<file path="config.mk">
export PLATFORM = sky130hd
export DESIGN_NAME = serdes_enable_failsafe_ctrl
export DESIGN_NICKNAME = d
export VERILOG_FILES = /design/src/serdes_pkg.sv /design/src/pin_event_if.sv /design/src/pin_watch.sv /design/src/serdes_enable_failsafe_ctrl.sv
export SDC_FILE = /design/constraint.sdc
export NUM_CORES = 1
export LEC_CHECK = 0
export BUFFER_PORTS_ARGS = -buffer_cell sky130_fd_sc_hd__buf_2
export CORE_ASPECT_RATIO = 0.9
export CORE_MARGIN = 4
export CORE_UTILIZATION = 24
export DETAILED_ROUTE_END_ITERATION = 10
export HOLD_SLACK_MARGIN = 0.03
export MAX_ROUTING_LAYER = met4
export PLACE_DENSITY = 0.47
export SLEW_MARGIN = 20
export SYNTH_ARGS = -nofsm -noshare
export SYNTH_HDL_FRONTEND = slang
export SYNTH_SLANG_ARGS = --single-unit
</file>
<file path="constraint.sdc">
create_clock -name clk -period 4.85 [get_ports clk]
set_input_delay 0.97 -clock clk [delete_from_list [all_inputs] [get_ports clk]]
set_output_delay 0.97 -clock clk [all_outputs]
set_load 0.02 [all_outputs]
</file>
<file path="src/serdes_pkg.sv">
// constants, types and state encodings of the serdes enable and failsafe control
// Contract
// - no ordering needed between enables and arrival of clock or data
// - recover after clock and data stop and return, without toggling the enable
// - serializer enable low: serial outputs high impedance, transmit lock lost, serializer reset
// - deserializer enable low: receiver outputs low, receive lock lost, deserializer reset
// - enabled, clock valid, data idle: all parallel outputs high, clock still forwarded
// - enabled, clock idle: parallel data holds last value, output clock low
// - deserializer disabled: parallel data and output clock low whatever the inputs
package serdes_pkg;
   // system clock rate
   localparam int CLK_HZ        = 25_000_000;
   localparam int CYC_PER_US    = CLK_HZ / 1_000_000;
   // lock acquisition time, in ms, and its count of clock cycles
   localparam int LOCK_TIME_MS  = 10;
   localparam int LOCK_CYC      = LOCK_TIME_MS * (CLK_HZ / 1000);
   localparam int LOCK_W        = 18;
   // a link clock with no edge for this long counts as idle (least time, rounded up)
   localparam int CLK_IDLE_NS   = 1000;
   localparam int CLK_IDLE_CYC  = (CLK_IDLE_NS * CYC_PER_US + 999) / 1000;
   // a data lane with no transition for this long counts as idle
   localparam int DATA_IDLE_NS  = 2000;
   localparam int DATA_IDLE_CYC = (DATA_IDLE_NS * CYC_PER_US + 999) / 1000;
   localparam int IDLE_W        = 8;
   // word layout: two lanes of seven bits
   localparam int PAR_W         = 14;
   localparam int LANES         = 2;
   localparam int SLICE_W       = 7;
   localparam logic [2:0] SLICE_LAST = 3'h6;
   localparam logic [2:0] SLICE_BITS = 3'h7;
   // one-hot states of each half
   typedef enum logic [2:0] {
      HALF_OFF  = 3'h1,
      HALF_LOCK = 3'h2,
      HALF_RUN  = 3'h4
   } half_state_t;
endpackage : serdes_pkg

</file>
<file path="src/pin_event_if.sv">
// synchronised pin level with its edge and activity indications
interface pin_event_if;
   logic level;   // pin level after two flip-flops
   logic rise;    // one-cycle pulse on a rising edge
   logic fall;    // one-cycle pulse on a falling edge
   logic active;  // an edge was seen within the idle window
   modport src (output level, output rise, output fall, output active);
   modport dst (input level, input rise, input fall, input active);
endinterface : pin_event_if

</file>
<file path="src/pin_watch.sv">
// pin synchroniser with edge detection and idle timeout
module pin_watch #(
   parameter logic [7:0] IDLE_CYC = 8'h19
) (
   // clock and reset
   input wire logic  clk,
   input wire logic  sys_rst,
   // pin from outside the clock domain
   input wire logic  pin,
   // events
   pin_event_if.src  ev
);
   logic       meta;
   logic       sync;
   logic       prev;
   logic [7:0] idle_cnt;
   logic [1:0] settle;
   // edges count only once all three stages hold the pin's own level,
   // so a pin that idles high makes no false edge after reset
   wire        toggled = (sync ^ prev) & (settle == 2'h3);

   // two-flop synchroniser and one more stage for edges
   always_ff @(posedge clk) begin
      if (sys_rst) begin
         meta <= 1'b0;
         sync <= 1'b0;
         prev <= 1'b0;
      end else begin
         meta <= pin;
         sync <= meta;
         prev <= sync;
      end
   end

   // settle count after reset, saturates at three
   always_ff @(posedge clk) begin
      if (sys_rst) begin
         settle <= 2'h0;
      end else if (settle != 2'h3) begin
         settle <= settle + 2'h1;
      end
   end

   // idle timer restarts on every edge and saturates
   always_ff @(posedge clk) begin
      if (sys_rst) begin
         idle_cnt <= IDLE_CYC;
      end else if (toggled) begin
         idle_cnt <= 8'h00;
      end else if (idle_cnt != IDLE_CYC) begin
         idle_cnt <= idle_cnt + 8'h01;
      end
   end

   // event outputs
   assign ev.level  = sync;
   assign ev.rise   = toggled & sync;
   assign ev.fall   = toggled & ~sync;
   assign ev.active = (idle_cnt != IDLE_CYC);
endmodule : pin_watch

</file>
<file path="src/serdes_enable_failsafe_ctrl.sv">
// enable, lock and failsafe control of both serializer and deserializer halves
module serdes_enable_failsafe_ctrl #(
   parameter logic [17:0] TX_LOCK_CYCLES = 18'(serdes_pkg::LOCK_CYC),
   parameter logic [17:0] RX_LOCK_CYCLES = 18'(serdes_pkg::LOCK_CYC)
) (
   // clock and reset
   input  wire logic         clk,
   input  wire logic         sys_rst,
   // enable and edge select pins
   input  wire logic         tx_enable,
   input  wire logic         rx_enable,
   input  wire logic         edge_select,
   // parallel transmit side
   input  wire logic         par_clk_in,
   input  wire logic [13:0]  par_data_in,
   // serial transmit side
   output logic      [1:0]   ser_out,
   output logic              ser_out_oe,
   output logic              ser_clk_out,
   output logic              ser_clk_out_oe,
   // serial receive side
   input  wire logic [1:0]   ser_in,
   input  wire logic         ser_clk_in,
   // parallel receive side
   output logic      [13:0]  par_data_out,
   output logic              par_clk_out,
   // lock status
   output logic              tx_locked,
   output logic              rx_locked
);
   localparam logic [7:0] CLK_IDLE  = 8'(serdes_pkg::CLK_IDLE_CYC);
   localparam logic [7:0] DATA_IDLE = 8'(serdes_pkg::DATA_IDLE_CYC);

   pin_event_if pclk_ev ();
   pin_event_if rclk_ev ();
   pin_event_if lane_ev [2] ();

   logic [2:0]  ctl_meta;
   logic [2:0]  ctl_sync;
   logic [13:0] pdata_meta;
   logic [13:0] pdata_sync;

   // link clocks and serial lanes pass through watchers
   pin_watch #(.IDLE_CYC(CLK_IDLE)) u_pclk (
      .clk     (clk),
      .sys_rst (sys_rst),
      .pin     (par_clk_in),
      .ev      (pclk_ev)
   );
   pin_watch #(.IDLE_CYC(CLK_IDLE)) u_rclk (
      .clk     (clk),
      .sys_rst (sys_rst),
      .pin     (ser_clk_in),
      .ev      (rclk_ev)
   );
   for (genvar g = 0; g < serdes_pkg::LANES; g++) begin : g_lane
      pin_watch #(.IDLE_CYC(DATA_IDLE)) u_lane (
         .clk     (clk),
         .sys_rst (sys_rst),
         .pin     (ser_in[g]),
         .ev      (lane_ev[g])
      );
   end

   // control pins and parallel data pass two flip-flops
   always_ff @(posedge clk) begin
      if (sys_rst) begin
         ctl_meta   <= 3'h0;
         ctl_sync   <= 3'h0;
         pdata_meta <= 14'h0000;
         pdata_sync <= 14'h0000;
      end else begin
         ctl_meta   <= {edge_select, rx_enable, tx_enable};
         ctl_sync   <= ctl_meta;
         pdata_meta <= par_data_in;
         pdata_sync <= pdata_meta;
      end
   end

   wire tx_en   = ctl_sync[0];
   wire rx_en   = ctl_sync[1];
   wire rise_ed = ctl_sync[2];

   // ---------------- serializer half ----------------
   serdes_pkg::half_state_t tx_state;
   serdes_pkg::half_state_t next_tx_state;
   logic [17:0] tx_lock_cnt;
   logic [6:0]  tx_sh_a;
   logic [6:0]  tx_sh_b;
   logic [2:0]  tx_left;

   wire tx_lock_done = (tx_lock_cnt == TX_LOCK_CYCLES - 18'h00001) & pclk_ev.active;
   wire tx_strobe    = rise_ed ? pclk_ev.rise : pclk_ev.fall;
   wire tx_load      = (tx_state == serdes_pkg::HALF_RUN) & tx_strobe;
   wire tx_shift     = (tx_left != 3'h0);

   // transmit state: lock is lost with the enable or the input clock
   always_comb begin
      next_tx_state = tx_state;
      case (tx_state)
         serdes_pkg::HALF_OFF: begin
            if (tx_en) next_tx_state = serdes_pkg::HALF_LOCK;
         end
         serdes_pkg::HALF_LOCK: begin
            if (!tx_en) next_tx_state = serdes_pkg::HALF_OFF;
            else if (tx_lock_done) next_tx_state = serdes_pkg::HALF_RUN;
         end
         serdes_pkg::HALF_RUN: begin
            if (!tx_en) next_tx_state = serdes_pkg::HALF_OFF;
            else if (!pclk_ev.active) next_tx_state = serdes_pkg::HALF_LOCK;
         end
         default: next_tx_state = serdes_pkg::HALF_OFF;
      endcase
   end

   // lock timer counts only while the input clock toggles
   always_ff @(posedge clk) begin
      if (sys_rst || tx_state != serdes_pkg::HALF_LOCK || !pclk_ev.active) begin
         tx_lock_cnt <= 18'h00000;
      end else begin
         tx_lock_cnt <= tx_lock_cnt + 18'h00001;
      end
   end

   // state register
   always_ff @(posedge clk) begin
      if (sys_rst) tx_state <= serdes_pkg::HALF_OFF;
      else tx_state <= next_tx_state;
   end

   // word load on the selected edge, then seven bits per lane, low bit first
   always_ff @(posedge clk) begin
      if (sys_rst || tx_state != serdes_pkg::HALF_RUN) begin
         tx_sh_a <= 7'h00;
         tx_sh_b <= 7'h00;
         tx_left <= 3'h0;
      end else if (tx_load) begin
         tx_sh_a <= pdata_sync[6:0];
         tx_sh_b <= pdata_sync[13:7];
         tx_left <= serdes_pkg::SLICE_BITS;
      end else if (tx_shift) begin
         tx_sh_a <= {1'b0, tx_sh_a[6:1]};
         tx_sh_b <= {1'b0, tx_sh_b[6:1]};
         tx_left <= tx_left - 3'h1;
      end
   end

   // serial outputs: released while disabled, quiet until locked
   always_ff @(posedge clk) begin
      if (sys_rst) begin
         ser_out        <= 2'h0;
         ser_out_oe     <= 1'b0;
         ser_clk_out    <= 1'b0;
         ser_clk_out_oe <= 1'b0;
         tx_locked      <= 1'b0;
      end else begin
         ser_out        <= tx_shift ? {tx_sh_b[0], tx_sh_a[0]} : 2'h0;
         ser_out_oe     <= (next_tx_state != serdes_pkg::HALF_OFF);
         ser_clk_out    <= (tx_state == serdes_pkg::HALF_RUN) & pclk_ev.level;
         ser_clk_out_oe <= (next_tx_state != serdes_pkg::HALF_OFF);
         tx_locked      <= (next_tx_state == serdes_pkg::HALF_RUN);
      end
   end

   // ---------------- deserializer half ----------------
   serdes_pkg::half_state_t rx_state;
   serdes_pkg::half_state_t next_rx_state;
   logic [17:0] rx_lock_cnt;
   logic [6:0]  rx_sh_a;
   logic [6:0]  rx_sh_b;
   logic [2:0]  rx_idx;
   logic        rx_busy;
   logic        rx_done;

   wire rx_run       = (rx_state == serdes_pkg::HALF_RUN);
   wire rx_lock_done = (rx_lock_cnt == RX_LOCK_CYCLES - 18'h00001) & rclk_ev.active;
   wire data_idle    = ~lane_ev[0].active & ~lane_ev[1].active;
   wire rx_start     = rx_run & rclk_ev.rise;

   // receive state: lock is lost with the enable or the link clock
   always_comb begin
      next_rx_state = rx_state;
      case (rx_state)
         serdes_pkg::HALF_OFF: begin
            if (rx_en) next_rx_state = serdes_pkg::HALF_LOCK;
         end
         serdes_pkg::HALF_LOCK: begin
            if (!rx_en) next_rx_state = serdes_pkg::HALF_OFF;
            else if (rx_lock_done) next_rx_state = serdes_pkg::HALF_RUN;
         end
         serdes_pkg::HALF_RUN: begin
            if (!rx_en) next_rx_state = serdes_pkg::HALF_OFF;
            else if (!rclk_ev.active) next_rx_state = serdes_pkg::HALF_LOCK;
         end
         default: next_rx_state = serdes_pkg::HALF_OFF;
      endcase
   end

   // lock timer counts only while the link clock toggles
   always_ff @(posedge clk) begin
      if (sys_rst || rx_state != serdes_pkg::HALF_LOCK || !rclk_ev.active) begin
         rx_lock_cnt <= 18'h00000;
      end else begin
         rx_lock_cnt <= rx_lock_cnt + 18'h00001;
      end
   end

   // state register
   always_ff @(posedge clk) begin
      if (sys_rst) rx_state <= serdes_pkg::HALF_OFF;
      else rx_state <= next_rx_state;
   end

   // seven samples per lane after each link clock rise, low bit first
   always_ff @(posedge clk) begin
      if (sys_rst || !rx_run) begin
         rx_busy <= 1'b0;
         rx_idx  <= 3'h0;
         rx_done <= 1'b0;
      end else begin
         rx_done <= rx_busy & (rx_idx == serdes_pkg::SLICE_LAST);
         if (rx_start && !rx_busy) begin
            rx_busy <= 1'b1;
            rx_idx  <= 3'h0;
         end else if (rx_busy) begin
            rx_busy <= (rx_idx != serdes_pkg::SLICE_LAST);
            rx_idx  <= rx_idx + 3'h1;
         end
      end
   end

   // lane shifters
   always_ff @(posedge clk) begin
      if (sys_rst) begin
         rx_sh_a <= 7'h00;
         rx_sh_b <= 7'h00;
      end else if (rx_busy) begin
         rx_sh_a <= {lane_ev[0].level, rx_sh_a[6:1]};
         rx_sh_b <= {lane_ev[1].level, rx_sh_b[6:1]};
      end
   end

   // parallel outputs with failsafe states
   always_ff @(posedge clk) begin
      if (sys_rst || next_rx_state == serdes_pkg::HALF_OFF) begin
         par_data_out <= 14'h0000;
         par_clk_out  <= 1'b0;
      end else begin
         if (rx_run && rclk_ev.active && data_idle) begin
            par_data_out <= 14'h3fff;
         end else if (rx_done) begin
            par_data_out <= {rx_sh_b, rx_sh_a};
         end
         par_clk_out <= rx_run & rclk_ev.active & rclk_ev.level;
      end
   end

   // lock status
   always_ff @(posedge clk) begin
      if (sys_rst) rx_locked <= 1'b0;
      else rx_locked <= (next_rx_state == serdes_pkg::HALF_RUN);
   end
endmodule : serdes_enable_failsafe_ctrl

</file>
==> impl_metrics.tcl, run 1 <==
set metrics [dict create \
    min_period_over_period 0.535 \
    via_count 4935 \
    postCtsHoldBufs 0 \
    slowest_stage "nor4_1" \
    drc 0 \
    crit_path_end_kind "register" \
    yosys.area.top_type "dfxtp_1" \
    die-height_um 172 \
    tns_ps 0 \
    ioPinCount 45 \
    layout.cells.non_filler 1176 \
    cts_root_buf "clkbuf_16" \
    grt-ovfl-total 0 \
    routabilityCongestion 0.700 \
    antenna_found_initial 0 \
    wl_met3_um 471 \
    slew_headroom 0.310 \
    dpl.cell_count 1143 \
    synth_cell_types 48 \
    cts_setup_buffers 0 \
    dp_hpwl_mm 9.04 \
    ant_nets 0 \
    wl_per_cell_um 11.6 \
    synth-seq-cells 185 \
    worstSetupPathType "reg2reg" \
    cp.arrival_ps 2940 \
    drv_slew 0 \
    coreArea_um2 29200 \
    synth_edf_count 0 \
    die_area_um2 32700 \
    fin_skew_ps 11.1 \
    synthCells 728 \
    synthesis.nets 769 \
    required_ps 5200 \
    rsz0062_at_grt "no" \
    fillers 3100 \
    fmax_ghz 0.385 \
    grt_pass1_wl_mm 23.4 \
    worstPathMaxFanout 14 \
    seqCellArea_um2 3700 \
    drive_above_1_share 0.113 \
    wirelength_met1_mm 7.35 \
    yosysTopAreaCellShare 0.517 \
    ys_seq_area_frac 0.517 \
    ys_warn_count 0 \
    grt_pass1_vias 4696 \
    ir_worst_vdd_mv 0.257 \
    track_usage 0.0902 \
    initial_utilization 0.246 \
    path_common_cell "nand4b_1" \
    maxUsedRoutingLayer "met4" \
    hold_viol_final 0 \
    htreeDepth 4 \
    setup.worst_path.start_class "register" \
    status "finished, final reports clean" \
    hold_path.class "reg2reg" \
    initialDrtViolationCount 231 \
    drt_first_pass_iters 5 \
    postCtsResizedCells 0 \
    dr_wl_met2_mm 5.69 \
    power.density_nw_per_um2 396 \
    async_flop_share 0 \
    worst_path_largest_cell_delay_ps 750 \
    cts_tree "yes" \
    grt_max_degree 48 \
    die_w_um 190 \
    multi_input_area_um2 3270 \
    clk_latency_ps 440 \
    cts_max_path_buffers 2 \
    period_needed_ps 2590 \
    worst_pin_slew_ps 1030 \
    clk_pin_slew_ps 70 \
    fin_util 0.286 \
    drt_wl_total_mm 13.7 \
    syn_avg_cell_area_um2 9.84 \
    max-cap-violations 0 \
    worstPathCellList "ha_1 -> nand4b_1 -> nor4_1 -> nand4b_1 -> a21oi_1" \
    p_leak_nw 2.89 \
    cts-buffers-inserted 17 \
    cts_sinks 185 \
    viasPerCell 4.20 \
    ys.flop_type "dfxtp_1" \
    area_growth_pct 16.6 \
    synthTopCellsByArea "dfxtp_1, mux2i_1, nor2_1, xor2_1, nor2b_1" \
    netlist_area_um2 7160 \
    setup_violations 0 \
    rows 59 \
    nets 807 \
    portBuffers 44 \
]
## cell type report
cell class | instances | area share
flip-flops and latches | 185 | 0.444
multi-input cells | 495 | 0.392
well taps | 396 | 0.0593
clock buffers | 17 | 0.0509
repair buffers | 48 | 0.0300
clock inverters | 15 | 0.0156
inverters | 19 | 0.00854
diodes | 1 | 0.000300
## stage by stage
step	hold WS (ps)	power (mW)	cell area, um^2	worst slack (ps)
6_report	435	3.31	8350	2260
3_3_place_gp	422	2.02	7790	2110
3_5_place_dp	422	2.02	7790	2100
4_1_cts	439	3.36	8350	2190
2_1_floorplan	414	1.94	7160	2920
5_1_grt	461	3.48	8350	1920
## sequential cells by signal (all words and copies together) (netlist names), 8 cells and up
signal and count:
g_lane.u_lane.idle_cnt 16, pdata_sync 14, u_pclk.idle_cnt 8, par_data_out 14, pdata_meta 14, rx_lock_cnt 18
u_rclk.idle_cnt 8, tx_lock_cnt 18
## metal layers
layer	track usage	vias up
li1	-	2589
met1	0.125	2276
met2	0.126	55
met3	0.0242	15
met4	0.0330	0
met5	-	-
## cells in the final DEF (no fill, tap or decap), types with 2 or more instances in the layout
| master | instances |
|---|---|
| nand4b_1 | 3 |
| clkinvlp_4 | 5 |
| and4_1 | 2 |
| ha_1 | 18 |
| nand4_1 | 15 |
| clkbuf_16 | 17 |
| buf_4 | 4 |
| o211ai_1 | 3 |
| inv_8 | 2 |
| nor2b_1 | 48 |
| and3_1 | 7 |
| nand2b_1 | 3 |
| o31ai_1 | 4 |
| mux2_2 | 2 |
| nand2_1 | 25 |
| nand3_1 | 25 |
| dfxtp_1 | 185 |
| or3_1 | 11 |
| nor3b_1 | 4 |
| a31oi_1 | 2 |
| nor3_1 | 9 |
| or3b_2 | 2 |
| or4_1 | 9 |
| nand3b_1 | 4 |
| nor2_1 | 91 |
| and2_1 | 9 |
| a2111oi_0 | 4 |
| nor4_1 | 6 |
| inv_6 | 7 |
| a21oi_1 | 32 |
| xnor2_1 | 27 |
| o21ai_0 | 20 |
| a211oi_1 | 16 |
| buf_2 | 44 |
| xor2_1 | 35 |
| mux2i_1 | 47 |
| inv_1 | 18 |
## path summary, 6_finish.rpt
| kind | start | to | slack (ps) | cells past startpoint |
|---|---|---|---|---|
| max | g_lane[1].u_lane.idle_cnt[1] | par_data_out[2] | 2260 | 5 |
| max reg2reg | g_lane[1].u_lane.idle_cnt[1] | par_data_out[2] | 2260 | 5 |
| min reg2reg | pdata_meta[1] | pdata_sync[1] | 440 | 1 |
| min | pdata_meta[1] | pdata_sync[1] | 440 | 1 |
## kinds of logic after synthesis
group	count (synthesis)	synth area share
AND/OR/NAND/NOR	282	0.210
flip-flops	185	0.517
AO/OA/AOI/OAI	84	0.0709
XOR/XNOR	62	0.0758
multiplexers	49	0.0688
buffers and inverters	48	0.0264
adder cells (fa/ha/maj)	18	0.0314
## where the power goes
part	internal [mW]	switching [mW]
clock	0.675	0.653
sequential	1.59	0.0640
combinational	0.149	0.180
## worst max-delay path, delay by kind of cell (launching register included)
family	cells	cell delay, ps
AO/OA/AOI/OAI	1	330
AND/OR/NAND/NOR	3	1570
flip-flops	1	430
adder cells (fa/ha/maj)	1	180
## cells in the mapped netlist, types with 11 or more instances
master / count
dfxtp_1: 185
nor2_1: 91
nor2b_1: 48
mux2i_1: 47
xor2_1: 35
a21oi_1: 32
xnor2_1: 27
nand2_1: 25
nand3_1: 25
clkbuf_1: 22
o21ai_0: 20
ha_1: 18
inv_1: 18
a211oi_1: 16
nand4_1: 15
or3_1: 11
(Power assumes the default switching activity.)
==> run 2: changes to the inputs <==
--- a/config.mk
+++ b/config.mk
@@ -12,7 +12,7 @@
 export DETAILED_ROUTE_END_ITERATION = 10
 export HOLD_SLACK_MARGIN = 0.03
 export MAX_ROUTING_LAYER = met4
-export PLACE_DENSITY = 0.47
+export PLACE_DENSITY = 0.49
 export SLEW_MARGIN = 20
 export SYNTH_ARGS = -nofsm -noshare
 export SYNTH_HDL_FRONTEND = slang
==> constraint.sdc (replaced) <==
create_clock -name clk -period 2.14 [get_ports clk]
set_input_delay 0.428 -clock clk [delete_from_list [all_inputs] [get_ports clk]]
set_output_delay 0.428 -clock clk [all_outputs]
set_load 0.02 [all_outputs]
==> run 2 against run 1 <==
Against the previous run: worst hold slack worse by 230 ps; core utilization increased by 0.38 points; fmax is 30% higher; sequential cell count stayed put; die area stayed put; critical endpoint is now rx_locked; sequential power grew 130%; largest power group unchanged; setup slack got worse by 2100 ps; register-to-register slack got worse by 2100 ps; sequential share of layout area down 0.58 points.
==> impl_metrics.tcl, run 2 (synthesis results as in run 1) <==
set metrics [dict create \
    viasPerCell 4.26 \
    drv_slew 0 \
    rows 59 \
    htreeDepth 4 \
    worstSetupPathType "reg2reg" \
    coreArea_um2 29200 \
    status "finished, final reports clean" \
    routabilityCongestion 0.760 \
    dpl.cell_count 1159 \
    dp_slack_ps 96.5 \
    p_comb_frac 0.108 \
    clkPwrFrac 0.392 \
    clk_pin_slew_ps 70 \
    initial_utilization 0.246 \
    p_leak_nw 2.96 \
    setup.worst_path.start_class "register" \
    portBuffers 44 \
    grt_max_degree 39 \
    grt_pass1_wl_mm 23.6 \
    met2_usage 0.131 \
    setup_violations 0 \
    fmax_ghz 0.503 \
    startpoint "rx_lock_cnt[0]" \
    slew_headroom 0.489 \
    die_area_um2 32700 \
    hold_path.class "in2reg" \
    worst_pin_slew_ps 767 \
    fin_skew_ps 7.61 \
    max-cap-violations 0 \
    clk_latency_ps 430 \
    drc 0 \
    period_needed_ps 1990 \
    initialDrtViolationCount 234 \
    p_int_mw 5.50 \
    postCtsResizedCells 0 \
    required_ps 2460 \
    dp_hpwl_mm 9.44 \
    min_period_over_period 0.929 \
    final_cell_mix "dfxtp_1, nor2_1, nor2b_1" \
    switchingPower_mw 1.99 \
    dpl-instance-area_um2 7910 \
    layout_commonest_cell "dfxtp_1" \
    met3_usage 0.0258 \
    cp.arrival_ps 2310 \
    nets 823 \
    area_growth_pct 18.1 \
    cts_sinks 185 \
    diodes 0 \
    tns_ps 0 \
    hold_viol_final 0 \
    final_area_um2 8460 \
    drt_wl_total_mm 13.9 \
    timing.rr.start "rx_lock_cnt[0]" \
    die_w_um 190 \
    ir_worst_vdd_mv 0.585 \
    min_from "par_data_in[7]" \
    postCtsHoldBufs 0 \
    cts_setup_buffers 0 \
    ioPinCount 45 \
    power.density_nw_per_um2 886 \
    top_regs "rx_lock_cnt: 18 flops, tx_lock_cnt: 18 flops, g_lane.u_lane.idle_cnt: 16 flops" \
    layout.cells.non_filler 1190 \
    fillers 3086 \
    worstPathMaxFanout 4 \
    grt_pass1_vias 4821 \
    ant_nets 0 \
    swShare 0.266 \
    grt_use_met1 0.122 \
    setup_ws_ps 152 \
    busiest_layer "met2" \
    track_usage 0.0905 \
    drt_first_pass_iters 6 \
    grt-ovfl-total 0 \
    crit_path_end_kind "register" \
    cts_tree "yes" \
    wl_per_cell_um 11.6 \
    cts-buffers-inserted 17 \
    cts_max_path_buffers 2 \
    antenna_found_initial 0 \
    rsz0062_at_grt "no" \
    cts_root_buf "clkbuf_16" \
    pwr-share-seq 0.500 \
    via_count 5064 \
    die-height_um 172 \
    drive_above_1_share 0.130 \
]
run 2: cell types whose count changed in the layout (fill, tap and decap cells not counted):
cell and change:
a2111oi_0 -2, a2111oi_1 +1, a2111oi_2 +1, buf_4 +16
clkbuf_1 +1, diode_2 -1, inv_6 -2
run 2: power groups by stage:
stage	combinational (mW)	clock (mW)	sequential [mW]
finish	0.807	2.94	3.75
global route	0.921	3.20	3.78
CTS	0.817	3.06	3.75
detailed placement	0.813	0	3.83
global placement	0.804	0	3.82
floorplan	0.614	0	3.78
run 2: final timing paths:
kind / endpoint / slack [ps] / cells past startpoint
max: rx_locked / 150 / 5
min: pdata_meta[7] / 200 / 2
max reg2reg: rx_locked / 150 / 5
min reg2reg: g_lane[1].u_lane.ev.level / 430 / 1
run 2: metal layers:
layer / wire (um) / vias up
li1: - / 2624
met1: 7270 / 2376
met2: 6000 / 53
met3: 442 / 11
met4: 147 / 0
met5: 0 / -
run 2: cell type report:
cell class	count	area, um^2	share of cell area
clock buffers	18	429	0.0507
clock inverters	13	113	0.0133
inverters	19	71.3	0.00843
multi-input cells	495	3280	0.388
flip-flops and latches	185	3700	0.438
well taps	396	495	0.0586
repair buffers	64	370	0.0438
run 2: stage by stage:
step | power [mW] | hold slack (ps) | util
2_1_floorplan | 4.39 | 414 | -
3_3_place_gp | 4.63 | 417 | 0.271
3_5_place_dp | 4.64 | 424 | 0.271
4_1_cts | 7.63 | 174 | 0.290
5_1_grt | 7.91 | 180 | 0.290
6_report | 7.50 | 204 | 0.290
run 2: critical path, stage by stage, from the launching register on:
cell,delay [ps]
dfxtp_1,370
ha_1,220
nand3_1,120
or3_1,410
or3_1,390
a2111oi_2,380
==> run 3: changes to the inputs <==
--- a/config.mk
+++ b/config.mk
@@ -5,14 +5,14 @@
 export SDC_FILE = /design/constraint.sdc
 export NUM_CORES = 1
 export LEC_CHECK = 0
-export BUFFER_PORTS_ARGS = -buffer_cell sky130_fd_sc_hd__buf_2
 export CORE_ASPECT_RATIO = 0.9
 export CORE_MARGIN = 4
 export CORE_UTILIZATION = 24
 export DETAILED_ROUTE_END_ITERATION = 10
+export DONT_BUFFER_PORTS = 1
 export HOLD_SLACK_MARGIN = 0.03
 export MAX_ROUTING_LAYER = met4
-export PLACE_DENSITY = 0.49
+export PLACE_DENSITY = 0.47
 export SLEW_MARGIN = 20
 export SYNTH_ARGS = -nofsm -noshare
 export SYNTH_HDL_FRONTEND = slang
==> run 3 against run 2 <==
Against the previous run: final area decreased by 2.0%; largest cell class unchanged; cell count decreased by 3.8%; register-to-register slack hardly changed; via count down 4.8%; clock skew increased by 1.6 ps; worst hold slack got worse by 130 ps; sequential cell count unchanged; combinational power barely moved; first-iteration DRC count decreased by 10%; setup slack got worse by 14 ps; fmax down 0.68%; non-clock buffer count shrank 47; critical path type unchanged.
==> impl_metrics.tcl, run 3 (synthesis results as in run 1) <==
set metrics [dict create \
    status "finished, final reports clean" \
    setup.worst_path.start_class "register" \
    ir_worst_vdd_mv 0.619 \
    portBuffers 0 \
    ioPinCount 45 \
    grt_pass1_wl_mm 22.9 \
    slew_headroom 0.496 \
    die_w_um 190 \
    top_regs "rx_lock_cnt: 18 flops, tx_lock_cnt: 18 flops, g_lane.u_lane.idle_cnt: 16 flops" \
    rows 59 \
    setup_violations 0 \
    fin_skew_ps 9.23 \
    worstPathCellList "ha_2 -> nand3_1 -> or3_1 -> or3_1 -> a2111oi_2" \
    layout.cells.non_filler 1145 \
    power.density_nw_per_um2 940 \
    path_common_cell "or3_1" \
    drt_wl_total_mm 13.5 \
    antenna_found_initial 1 \
    period_needed_ps 2000 \
    dpl.cell_count 1112 \
    cts_max_path_buffers 2 \
    hold_path.class "in2reg" \
    ant_nets 0 \
    required_ps 2470 \
    max-cap-violations 0 \
    setup_ws_ps 138 \
    fmax_ghz 0.500 \
    routabilityCongestion 0.754 \
    cts_tree "yes" \
    cts-buffers-inserted 17 \
    coreArea_um2 29200 \
    crit_path_end_kind "register" \
    worstPathMaxFanout 4 \
    drc 0 \
    grt-ovfl-total 0 \
    final_cell_mix "dfxtp_1, nor2_1, nor2b_1" \
    grt_pass1_vias 4563 \
    min_period_over_period 0.935 \
    dp_slack_ps 110 \
    cp.arrival_ps 2330 \
    initialDrtViolationCount 210 \
    cts_setup_buffers 0 \
    tns_ps 0 \
    area_growth_pct 15.8 \
    nets 776 \
    slowest_stage "or3_1" \
    layout_commonest_cell "dfxtp_1" \
    dp_hpwl_mm 9.04 \
    cts_sinks 185 \
    viasPerCell 4.21 \
    grt_max_degree 80 \
    cp.buffers_inverters 0 \
    clk_latency_ps 440 \
    cts_root_buf "clkbuf_16" \
    die_area_um2 32700 \
    initial_utilization 0.246 \
    drt_first_pass_iters 4 \
    htreeDepth 4 \
    die-height_um 172 \
    rsz0062_at_grt "no" \
    worstSetupPathType "reg2reg" \
    p_leak_nw 2.77 \
    worst_path_largest_cell_delay_ps 410 \
    wl_per_cell_um 11.8 \
    track_usage 0.0895 \
    worst_pin_slew_ps 756 \
    hold_viol_final 0 \
    via_count 4823 \
    cp_top_family "simple AND/OR/NAND/NOR gates" \
    drive_above_1_share 0.0802 \
    drv_slew 0 \
    postCtsHoldBufs 0 \
    clk_pin_slew_ps 70 \
]
## run 3: cell types whose count changed in the layout (fill, tap and decap cells not counted), moves of 2 or more
cell	change
buf_2	-44
buf_4	-3
bufinv_16	+2
clkinvlp_4	-2
inv_6	+2
## run 3: where the power goes
group / total [mW] / switching, mW / leakage [nW] / internal (mW)
Sequential: 3.74 / 0.139 / 1.50 / 3.60
Combinational: 0.810 / 0.409 / 0.975 / 0.401
Clock: 3.25 / 1.48 / 0.287 / 1.77
## run 3: what timing repair did
item                                   CTS  global route
gates resized for setup                  0             5
endpoints found under the hold margin    0             0
setup endpoints to repair                0             2
## run 3: worst paths after layout
| check | cells past startpoint | startpoint | end | slack [ps] |
|---|---|---|---|---|
| setup / recovery | 5 | rx_lock_cnt[0] | rx_locked | 140 |
| hold / removal | 1 | sys_rst | pdata_meta[13] | 70 |
| setup reg to reg | 5 | rx_lock_cnt[0] | rx_locked | 140 |
| hold reg to reg | 1 | u_rclk.meta | u_rclk.ev.level | 430 |
## run 3: metal layers
layer | part of all wire | GRT usage
met5 | 0 | -
met4 | 0.011 | 0.0248
met3 | 0.056 | 0.0371
met2 | 0.42 | 0.123
met1 | 0.51 | 0.120
## run 3: final cells by class
type / count / area [um^2]
fillers: 3088 / 20900
flip-flops and latches: 185 / 3700
multi-input cells: 495 / 3290
well taps: 396 / 495
clock buffers: 17 / 425
clock inverters: 15 / 180
repair buffers: 17 / 128
inverters: 19 / 71.3
diodes: 1 / 2.50
## run 3: stage by stage
| stage | power [mW] | util | hold WS, ps | area [um^2] |
|---|---|---|---|---|
| floorplan | 4.39 | - | 414 | 7160 |
| global placement | 4.62 | 0.263 | 424 | 7670 |
| detailed placement | 4.63 | 0.263 | 425 | 7670 |
| CTS | 7.91 | 0.284 | 45.9 | 8280 |
| global route | 8.18 | 0.284 | 47.2 | 8290 |
| finish | 7.79 | 0.284 | 73.4 | 8290 |
